===== src/emulation_trap_pkg.sv =====
// constants for the emulation and trap control block
// assumes an 8-bit host i/o port cycle with a 10-bit port address
package emulation_trap_pkg;
	// ==========================================================
	// port addresses
	localparam logic [9:0] port_mono_index = 10'h3b4;
	localparam logic [9:0] port_mono_data = 10'h3b5;
	localparam logic [9:0] port_mono_mode = 10'h3b8;
	localparam logic [9:0] port_mono_status = 10'h3ba;
	localparam logic [9:0] port_mono_config = 10'h3bf;
	localparam logic [9:0] port_attr = 10'h3c0;
	localparam logic [9:0] port_misc = 10'h3c2;
	localparam logic [9:0] port_seq_index = 10'h3c4;
	localparam logic [9:0] port_seq_data = 10'h3c5;
	localparam logic [9:0] port_feature_read = 10'h3ca;
	localparam logic [9:0] port_misc_read = 10'h3cc;
	localparam logic [9:0] port_gfx_index = 10'h3ce;
	localparam logic [9:0] port_gfx_data = 10'h3cf;
	localparam logic [9:0] port_colour_index = 10'h3d4;
	localparam logic [9:0] port_colour_data = 10'h3d5;
	localparam logic [9:0] port_colour_mode = 10'h3d8;
	localparam logic [9:0] port_colour_select = 10'h3d9;
	localparam logic [9:0] port_colour_status = 10'h3da;
	// ==========================================================
	// timing-unit indices
	localparam logic [7:0] idx_legacy_last = 8'h0b;
	localparam logic [7:0] idx_feature = 8'h0e;
	localparam logic [7:0] idx_misc = 8'h0f;
	localparam logic [7:0] idx_tag0 = 8'hf7;
	localparam logic [7:0] idx_tag1 = 8'hf8;
	localparam logic [7:0] idx_line_doubling = 8'hf9;
	localparam logic [7:0] idx_emulation = 8'hff;
	// ==========================================================
	// emulation_control bit positions
	localparam int ec_colour_en = 0;
	localparam int ec_mono_en = 1;
	localparam int ec_in_progress = 2;
	localparam int ec_hw_palette = 3;
	localparam int ec_type = 4;
	localparam int ec_trap_en = 5;
	localparam int ec_native_en = 6;
	localparam int ec_legacy_en = 7;
	// misc_output bit positions
	localparam int mo_port_map = 0;
	localparam int mo_mem_en = 1;
	localparam int mo_clk0 = 2;
	localparam int mo_clk1 = 3;
	localparam int mo_hsync_neg = 6;
	localparam int mo_vsync_neg = 7;
	// mode-control bit positions
	localparam int mc_cols = 0;
	localparam int mc_graphics = 1;
	localparam int mc_bw = 2;
	localparam int mc_video = 3;
	localparam int mc_hires = 4;
	// line_doubling_control alternate-read-select bit
	localparam int ld_alt_read = 7;
	// status-0 bit positions
	localparam int st_switch = 4;
	localparam int st_feat0 = 5;
	localparam int st_feat1 = 6;
	localparam int st_frame_int = 7;
	// sequencer index readback of port map
	localparam int seq_map_bit = 5;
	// ==========================================================
	// reset values
	localparam logic [7:0] emulation_reset = 8'h00;
	localparam logic [7:0] misc_reset = 8'h00;
	localparam logic [7:0] feature_reset = 8'h00;
	localparam logic [7:0] line_doubling_reset = 8'h80;
	localparam logic [7:0] byte_zero = 8'h00;
endpackage


===== src/emulation_trap_control.sv =====
// emulation control, trap generation and legacy output registers
// assumes single-cycle host i/o strobes synchronous to clk_in;
// timing registers themselves live outside and return their data on
// native_data_in / legacy_data_in for the current index
`timescale 1ns/100ps
module emulation_trap_control (
	// clock and reset
	input wire logic clk_in,
	input wire logic rst_in,
	// host i/o port cycle
	input wire logic [9:0] io_addr_in,
	input wire logic [7:0] io_wdata_in,
	input wire logic io_write_in,
	input wire logic io_read_in,
	output logic [7:0] io_rdata_out,
	output logic io_rvalid_out,
	// timing unit index and data steering
	input wire logic [7:0] timing_index_in,
	input wire logic [7:0] native_data_in,
	input wire logic [7:0] legacy_data_in,
	input wire logic [7:0] seq_index_in,
	output logic native_write_out,
	output logic legacy_write_out,
	// board pins and status
	input wire logic switch_sense_in,
	input wire logic feature_in_0_in,
	input wire logic feature_in_1_in,
	input wire logic frame_interrupt_line_in,
	output logic clock_source_select_0_out,
	output logic clock_source_select_1_out,
	output logic feature_out_0_out,
	output logic feature_out_1_out,
	output logic mem_access_en_out,
	output logic port_map_colour_out,
	output logic hsync_negative_out,
	output logic vsync_negative_out,
	output logic legacy_palette_out,
	// trap
	output logic trap_out
);
	import emulation_trap_pkg::*;

	// ==========================================================
	// state
	typedef struct packed {
		logic [7:0] emu;
		logic [7:0] misc;
		logic [7:0] feature;
		logic [7:0] line_dbl;
		logic [7:0] mono_mode;
		logic [7:0] colour_mode;
		logic [7:0] tag0;
		logic [7:0] tag1;
		logic [7:0] rdata;
		logic rvalid;
		logic native_wr;
		logic legacy_wr;
		logic trap;
		logic clk0;
		logic clk1;
		logic fout0;
		logic fout1;
	} state_t;

	state_t s_reg;
	state_t s_next;

	// ==========================================================
	// decode and trap conditions
	logic colour_en;
	logic mono_en;
	logic emulating;
	logic emu_type;
	logic data_port_hit;
	logic idx_legacy;
	logic enhanced_port;
	logic wr_mono_cfg;
	logic wr_mono_mode;
	logic wr_colour_mode;
	logic wr_colour_sel;
	logic wr_data;
	logic rd_data;
	logic [7:0] diff_mono;
	logic [7:0] diff_colour;
	logic cond_mono;
	logic cond_colour;
	logic cond_misc;
	logic [9:0] data_port;
	logic [9:0] status_port;
	logic [7:0] enh_hit;
	logic t_mono_cfg;
	logic t_mono_enh;
	logic t_mono_colour;
	logic t_mono_toggle;
	logic t_colour_enh;
	logic t_colour_mono;
	logic t_colour_switch;
	logic t_palette;
	logic t_enh_port;
	logic t_timing;

	// ==========================================================
	// trap summary
	// tag0 bit0: mono-side write needing help
	// tag0 bit1: colour-side write needing help
	// tag1 bit0: enhanced-only port or legacy timing write
	// tags set whatever the trap-enable bit says
	// trap-enable only gates the trap output
	// a tag read clears that tag byte
	// a new condition in the same cycle wins
	// trap drops on the same edge as the last clear

	// ==========================================================
	// timing data port map
	// index ff: emulation_control, bit four read-only
	// index f9: line_doubling_control
	// index f7, f8: tag bytes, read clears
	// index 0e, 0f: feature, misc when alt-read low
	// others: forwarded to native or legacy timing
	// writes pulse native, legacy, both or neither
	// reads pick native when bit six set

	// ==========================================================
	// host cycle
	// one strobe per cycle, read or write
	// read answer one cycle after the strobe
	// rdata is zero outside a read answer
	// feature control follows the mapped status port
	// status zero and misc share one port

	// ==========================================================
	// hazards
	// tag layout is local; software reads both bytes
	// emulation type follows reads as well as writes
	// index register lives outside; index is live
	// misc write moves the port map at once
	// a data access in the map-change cycle uses the old map
	// legacy timing trap ignores the in-progress bit
	// the legacy timing trap checks the mapped data port only

	// ==========================================================
	// enhanced-only port match
	localparam int enh_port_count = 8;
	localparam logic [9:0] enh_ports [enh_port_count] = '{port_attr, port_misc, port_seq_index,
		port_seq_data, port_feature_read, port_misc_read, port_gfx_index, port_gfx_data};

	// one comparator per enhanced-only port
	generate
		for (genvar g = 0; g < enh_port_count; g++) begin : g_enh
			assign enh_hit[g] = (io_addr_in == enh_ports[g]);
		end
	endgenerate

	// address decode
	always_comb begin
		colour_en = s_reg.emu[ec_colour_en];
		mono_en = s_reg.emu[ec_mono_en];
		emulating = s_reg.emu[ec_in_progress];
		emu_type = s_reg.emu[ec_type];
		data_port = s_reg.misc[mo_port_map] ? port_colour_data : port_mono_data;
		status_port = s_reg.misc[mo_port_map] ? port_colour_status : port_mono_status;
		data_port_hit = (io_addr_in == data_port);
		idx_legacy = (timing_index_in <= idx_legacy_last);
		enhanced_port = |enh_hit;
		wr_mono_cfg = io_write_in && (io_addr_in == port_mono_config);
		wr_mono_mode = io_write_in && (io_addr_in == port_mono_mode);
		wr_colour_mode = io_write_in && (io_addr_in == port_colour_mode);
		wr_colour_sel = io_write_in && (io_addr_in == port_colour_select);
		wr_data = io_write_in && data_port_hit;
		rd_data = io_read_in && data_port_hit;
		diff_mono = s_reg.mono_mode ^ io_wdata_in;
		diff_colour = s_reg.colour_mode ^ io_wdata_in;
		// mono config written with mono enabled
		t_mono_cfg = mono_en && wr_mono_cfg;
		// mono mode written from enhanced mode
		t_mono_enh = mono_en && wr_mono_mode && !emulating;
		// mono mode written while emulating colour
		t_mono_colour = mono_en && wr_mono_mode && emulating && !emu_type;
		// mono emulating, video on, text/graphics toggles
		t_mono_toggle = mono_en && wr_mono_mode && emulating && emu_type &&
			s_reg.mono_mode[mc_video] && diff_mono[mc_graphics];
		// colour mode written from enhanced mode
		t_colour_enh = colour_en && wr_colour_mode && !emulating;
		// colour mode written while emulating mono
		t_colour_mono = colour_en && wr_colour_mode && emulating && emu_type;
		// colour emulating, video on, mode bits change
		t_colour_switch = colour_en && wr_colour_mode && emulating && !emu_type && s_reg.colour_mode[mc_video] &&
			(diff_colour[mc_cols] || diff_colour[mc_graphics] ||
			diff_colour[mc_bw] || diff_colour[mc_hires]);
		// colour select written with palette disabled
		t_palette = colour_en && wr_colour_sel && !s_reg.emu[ec_hw_palette];
		// enhanced-only port written while emulating
		t_enh_port = io_write_in && enhanced_port && emulating;
		// legacy timing register written
		t_timing = wr_data && s_reg.emu[ec_legacy_en] && idx_legacy;
		// terms gathered per tag bit
		cond_mono = t_mono_cfg || t_mono_enh || t_mono_colour || t_mono_toggle;
		cond_colour = t_colour_enh || t_colour_mono || t_colour_switch || t_palette;
		cond_misc = t_enh_port || t_timing;
	end

	// ==========================================================
	// next state
	always_comb begin
		s_next = s_reg;
		s_next.rvalid = 1'b0;
		s_next.native_wr = 1'b0;
		s_next.legacy_wr = 1'b0;
		s_next.rdata = byte_zero;
		// emulation type tracking on any access
		if ((io_read_in || io_write_in) && colour_en && io_addr_in == port_colour_mode) begin
			s_next.emu[ec_type] = 1'b0;
		end
		if ((io_read_in || io_write_in) && mono_en && io_addr_in == port_mono_mode) begin
			s_next.emu[ec_type] = 1'b1;
		end
		// register writes
		if (wr_mono_mode) begin
			s_next.mono_mode = io_wdata_in;
		end
		if (wr_colour_mode) begin
			s_next.colour_mode = io_wdata_in;
		end
		if (io_write_in && io_addr_in == port_misc) begin
			s_next.misc = io_wdata_in;
			s_next.clk0 = io_wdata_in[mo_clk0];
			s_next.clk1 = io_wdata_in[mo_clk1];
		end
		if (io_write_in && io_addr_in == status_port) begin
			s_next.feature = io_wdata_in;
			s_next.fout0 = io_wdata_in[0];
			s_next.fout1 = io_wdata_in[1];
		end
		if (wr_data) begin
			case (timing_index_in)
				idx_emulation: begin
					s_next.emu = {io_wdata_in[7:5], s_next.emu[ec_type], io_wdata_in[3:0]};
				end
				idx_line_doubling: begin
					s_next.line_dbl = io_wdata_in;
				end
				idx_tag0, idx_tag1: begin
				end
				default: begin
					s_next.native_wr = s_reg.emu[ec_native_en];
					s_next.legacy_wr = s_reg.emu[ec_legacy_en];
				end
			endcase
		end
		// tag bits: set on a watched write; read clears, set wins
		if (rd_data && timing_index_in == idx_tag0) begin
			s_next.tag0 = byte_zero;
		end
		if (rd_data && timing_index_in == idx_tag1) begin
			s_next.tag1 = byte_zero;
		end
		if (cond_mono) begin
			s_next.tag0[0] = 1'b1;
		end
		if (cond_colour) begin
			s_next.tag0[1] = 1'b1;
		end
		if (cond_misc) begin
			s_next.tag1[0] = 1'b1;
		end
		// trap holds while any tag is pending
		s_next.trap = s_reg.emu[ec_trap_en] && ((|s_next.tag0) || (|s_next.tag1));
		// host reads
		if (io_read_in) begin
			s_next.rvalid = 1'b1;
			if (io_addr_in == port_misc) begin
				s_next.rdata = byte_zero;
				s_next.rdata[st_switch] = switch_sense_in;
				s_next.rdata[st_feat0] = feature_in_0_in;
				s_next.rdata[st_feat1] = feature_in_1_in;
				s_next.rdata[st_frame_int] = frame_interrupt_line_in;
			end else if (io_addr_in == port_seq_index) begin
				s_next.rdata = seq_index_in;
				s_next.rdata[seq_map_bit] = s_reg.misc[mo_port_map];
			end else if (data_port_hit) begin
				case (timing_index_in)
					idx_emulation: s_next.rdata = s_reg.emu;
					idx_line_doubling: s_next.rdata = s_reg.line_dbl;
					idx_tag0: s_next.rdata = s_reg.tag0;
					idx_tag1: s_next.rdata = s_reg.tag1;
					idx_misc: begin
						s_next.rdata = s_reg.line_dbl[ld_alt_read] ? native_data_in : s_reg.misc;
					end
					idx_feature: begin
						s_next.rdata = s_reg.line_dbl[ld_alt_read] ? native_data_in : s_reg.feature;
					end
					default: begin
						s_next.rdata = s_reg.emu[ec_native_en] ? native_data_in : legacy_data_in;
					end
				endcase
			end else if (io_addr_in == port_mono_mode) begin
				s_next.rdata = s_reg.mono_mode;
			end else if (io_addr_in == port_colour_mode) begin
				s_next.rdata = s_reg.colour_mode;
			end else begin
				s_next.rdata = byte_zero;
			end
		end
	end

	// ==========================================================
	// state register
	always_ff @(posedge clk_in) begin
		if (rst_in) begin
			// alt-read comes up set, so 0e/0f read the timing unit
			s_reg <= '0;
			s_reg.emu <= emulation_reset;
			s_reg.misc <= misc_reset;
			s_reg.feature <= feature_reset;
			s_reg.line_dbl <= line_doubling_reset;
		end else begin
			s_reg <= s_next;
		end
	end

	// ==========================================================
	// outputs straight from flip-flops
	// host answer
	assign io_rdata_out = s_reg.rdata;
	assign io_rvalid_out = s_reg.rvalid;
	// timing write steering pulses
	assign native_write_out = s_reg.native_wr;
	assign legacy_write_out = s_reg.legacy_wr;
	// board pins
	assign clock_source_select_0_out = s_reg.clk0;
	assign clock_source_select_1_out = s_reg.clk1;
	assign feature_out_0_out = s_reg.fout0;
	assign feature_out_1_out = s_reg.fout1;
	// display control
	assign mem_access_en_out = s_reg.misc[mo_mem_en];
	assign port_map_colour_out = s_reg.misc[mo_port_map];
	assign hsync_negative_out = s_reg.misc[mo_hsync_neg];
	assign vsync_negative_out = s_reg.misc[mo_vsync_neg];
	assign legacy_palette_out = s_reg.emu[ec_hw_palette];
	// trap level
	assign trap_out = s_reg.trap;
endmodule


===== config.mk =====
export PLATFORM = sky130hd
export DESIGN_NAME = emulation_trap_control
export DESIGN_NICKNAME = d
export VERILOG_FILES = /design/src/emulation_trap_pkg.sv /design/src/emulation_trap_control.sv
export SDC_FILE = /design/constraint.sdc
export NUM_CORES = 1
export LEC_CHECK = 0
export BUFFER_PORTS_ARGS = -buffer_cell sky130_fd_sc_hd__buf_2
export CAP_MARGIN = 20
export CORE_ASPECT_RATIO = 1.25
export CORE_MARGIN = 5
export CORE_UTILIZATION = 50
export DETAILED_ROUTE_END_ITERATION = 16
export PLACE_DENSITY = 0.78
export SLEW_MARGIN = 20
export SYNTH_ARGS = -nofsm -noshare
export SYNTH_HDL_FRONTEND = slang
export SYNTH_SLANG_ARGS = --single-unit

===== constraint.sdc =====
create_clock -name clk_in -period 2.3 [get_ports clk_in]
set_input_delay 0.115 -clock clk_in [delete_from_list [all_inputs] [get_ports clk_in]]
set_output_delay 0.115 -clock clk_in [all_outputs]
set_load 0.03 [all_outputs]

==> reports/metrics.yaml <==
finalSetupTns_ns: 0
fin_crit_ns: 2.077
ant_nets: 0
grt_pass1_wl_um: 20230
avgSynthCellArea_sq_um: 8.877
cts_tree: "yes"
power_mw: 2.492
switchingPower_mw: 0.6553
syn_nets: 510
drc: 0
routedWlPerCell_um: 20.39
synthCells: 452
cpMaxStageDelayCell: "or3b_4"
fp-row-count: 36
ys_types: 56
synthTopCellsByArea: "dfxtp_1 (38%), mux2i_1 (13%), nor2_1 (4.4%), a21oi_1 (2.9%), and2_1 (2.8%)"
grt_max_degree: 56
globalRoute.totalOverflow: 0
slowest_delay_ns: 0.43
synth_xor_area_frac: 0.01091
htreeDepth: 3
syn2layout_area_growth_pct: 17.77
ir_drop_uv: 550.6
async_reset_ff_frac: 0
synth_sequential_area_ratio: 0.3792
n_fill_cell: 689
rr_startpoint: "port_map_colour_out"
multiInputGateArea_sq_um: 2296
p_int_mw: 1.837
synth_adder_area_share: 0
drv_cap: 0
fin_skew_ns: 0.007853
hpwl_um: 9680
period_share: 0.9029
core_sq_um: 7838
hold_depth: 3
final_common_cell: "buf_2"
clock_latency_ns: 0.37
place_congestion: 0.9258
ctsHoldBuffers: 1
max-slew-margin-rel: 0.4949
ys_warn_count: 0
n_antenna_cell: 0
synth_edf_count: 0
crit_fanout: 16
cts_resized: 0
clk_pin_slew_ns: 0.08
final_nets: 588
synthMuxAreaShare: 0.1553
viasPerCell: 6.250
seqCellArea_sq_um: 1521
wirelength_um: 12820
io_pins: 79
postCtsSetupRepairBufs: 0
synth-simple-area-share: 0.2401
path_class: "flip-flop to flip-flop"
die_h_um: 110.2
hold_start: "seq_index_in[6]"
cts_buffers: 9
largest_register_ffs: 55
finalHoldViolations: 0
rrSetupSlack_ns: 0.22
clockBufferDepth: 2
die_w_um: 90.13
yosysTopAreaCellShare: 0.3792
synth_top_family_by_area: "simple AND/OR/NAND/NOR gates"
start_util: 0.5120
dieArea_sq_um: 9928
syn_area_sq_um: 4013
synth-seq-cells: 76
p_leak_nw: 2.003
power.density_nw_per_um2: 527.4
tightest_slew_ns: 0.7385
antenna_found_initial: 0
vias: 3931
endpoint_kind: "flip-flop"
cts-root-buf: "clkbuf_8"
slew_viol_final: 0
crit_required_ns: 2.55
clkSinkCount: 76
synth_top_area_cell: "dfxtp_1"
power_frac_seq: 0.528
clkPwrFrac: 0.383
r2r-end: "io_rdata_out[6]"
rsz0062_at_grt: "no"
ys.flop_type: "dfxtp_1"
crit_top_cell: "a211oi_1"
grt_usage: 0.2608
setup_viol: 0
reg2regPathDepth: 6
grt_pass1_vias: 3788
max_freq_mhz: 481.5
arrival_ns: 2.32
synth_compound_area_frac: 0.1659
pwr-share-comb: 0.089
drive_gt1_frac: 0.2547
hold_path_class: "input pin to flip-flop"
drt_iter0_drc: 509
hold_end: "io_rdata_out[6]"
io_buffers: 77
drtPass1Iterations: 7
layout_common_cells: "buf_2 (77), dfxtp_1 (76), mux2i_1 (51)"
start_kind: "flip-flop"
path_cells: "or3b_4 > a211oi_1 > buf_4 > o221ai_1 > a211oi_1 > o32ai_1"
status: "finished clean"
switching_share: 0.2629
[metrics by stage]
stage               setup slack, ns  utilization  hold slack, ns  area, sq um  std cells
floorplan                    0.1378            -          0.2329         4013        452
global placement             0.1581       0.5792          0.3665         4539        613
detailed placement          0.07687       0.5792          0.3660         4539        613
CTS                          0.2583       0.6030         0.04504         4726        629
global route                 0.1208       0.6030         0.06883         4726        629
finish                       0.2232       0.6030         0.04773         4726        629
[cell usage after synthesis (9+ instances only)]
cell type	count
dfxtp_1	76
mux2i_1	51
nor2_1	47
a21oi_1	23
nand2_1	23
clkbuf_1	22
nand3_1	22
and2_1	18
a22oi_1	10
mux2_2	10
a211oi_1	9
[layout make-up]
| type | instances | share of cell area |
|---|---|---|
| Clock buffer | 11 | 0.03204 |
| Clock inverter | 4 | 0.005295 |
| Inverter | 4 | 0.003177 |
| Multi-Input combinational cell | 334 | 0.4858 |
| Sequential cell | 76 | 0.3219 |
| Tap cell | 95 | 0.02515 |
| Timing Repair Buffer | 105 | 0.1266 |
[worst max-delay path by stage]
stage | startpoint | endpoint | slack (ns) | depth (start not counted)
floorplan | port_map_colour_out | io_rdata_out[0] | 0.14 | 6
global placement | timing_index_in[5] | io_rdata_out[4] | 0.16 | 7
detailed placement | timing_index_in[5] | io_rdata_out[5] | 0.08 | 7
CTS | port_map_colour_out | io_rdata_out[6] | 0.26 | 6
global route | port_map_colour_out | io_rdata_out[6] | 0.12 | 6
finish | port_map_colour_out | io_rdata_out[6] | 0.22 | 6
[worst max-delay path: cells and delay by family (launching register included)]
kind,cells,cell delay [ns]
AO/OA/AOI/OAI,4,0.93
AND/OR/NAND/NOR,1,0.43
flip-flops,1,0.32
buffers and inverters,1,0.27
[power by group through the flow]
stage / clock network (mW) / logic (mW) / registers (mW)
after CTS: 0.960 / 0.216 / 1.32
after global routing: 1.02 / 0.237 / 1.32
after floorplan: 0 / 0.109 / 1.35
after detailed placement: 0 / 0.213 / 1.35
after global placement: 0 / 0.211 / 1.35
final: 0.955 / 0.221 / 1.32
[kinds of logic (layout without fill, tap and decap cells)]
logic type,count (synthesis),in the layout
and+or+nand+nor,175,175
AOI/OAI and AO/OA,93,93
DFF,76,76
muxes,61,61
buffers and inverters,42,124
xor gates and xnor gates,5,5
[metal layers]
| layer | vias to the layer above | routed length [um] | track usage |
|---|---|---|---|
| met5 | - | 0 | 0 |
| met4 | 0 | 639 | 0.1660 |
| met3 | 45 | 950 | 0.04141 |
| met2 | 204 | 5874 | 0.4059 |
| met1 | 1833 | 5360 | 0.3393 |
| li1 | 1849 | - | - |
No activity file was read; power rests on OpenSTA's default activity.
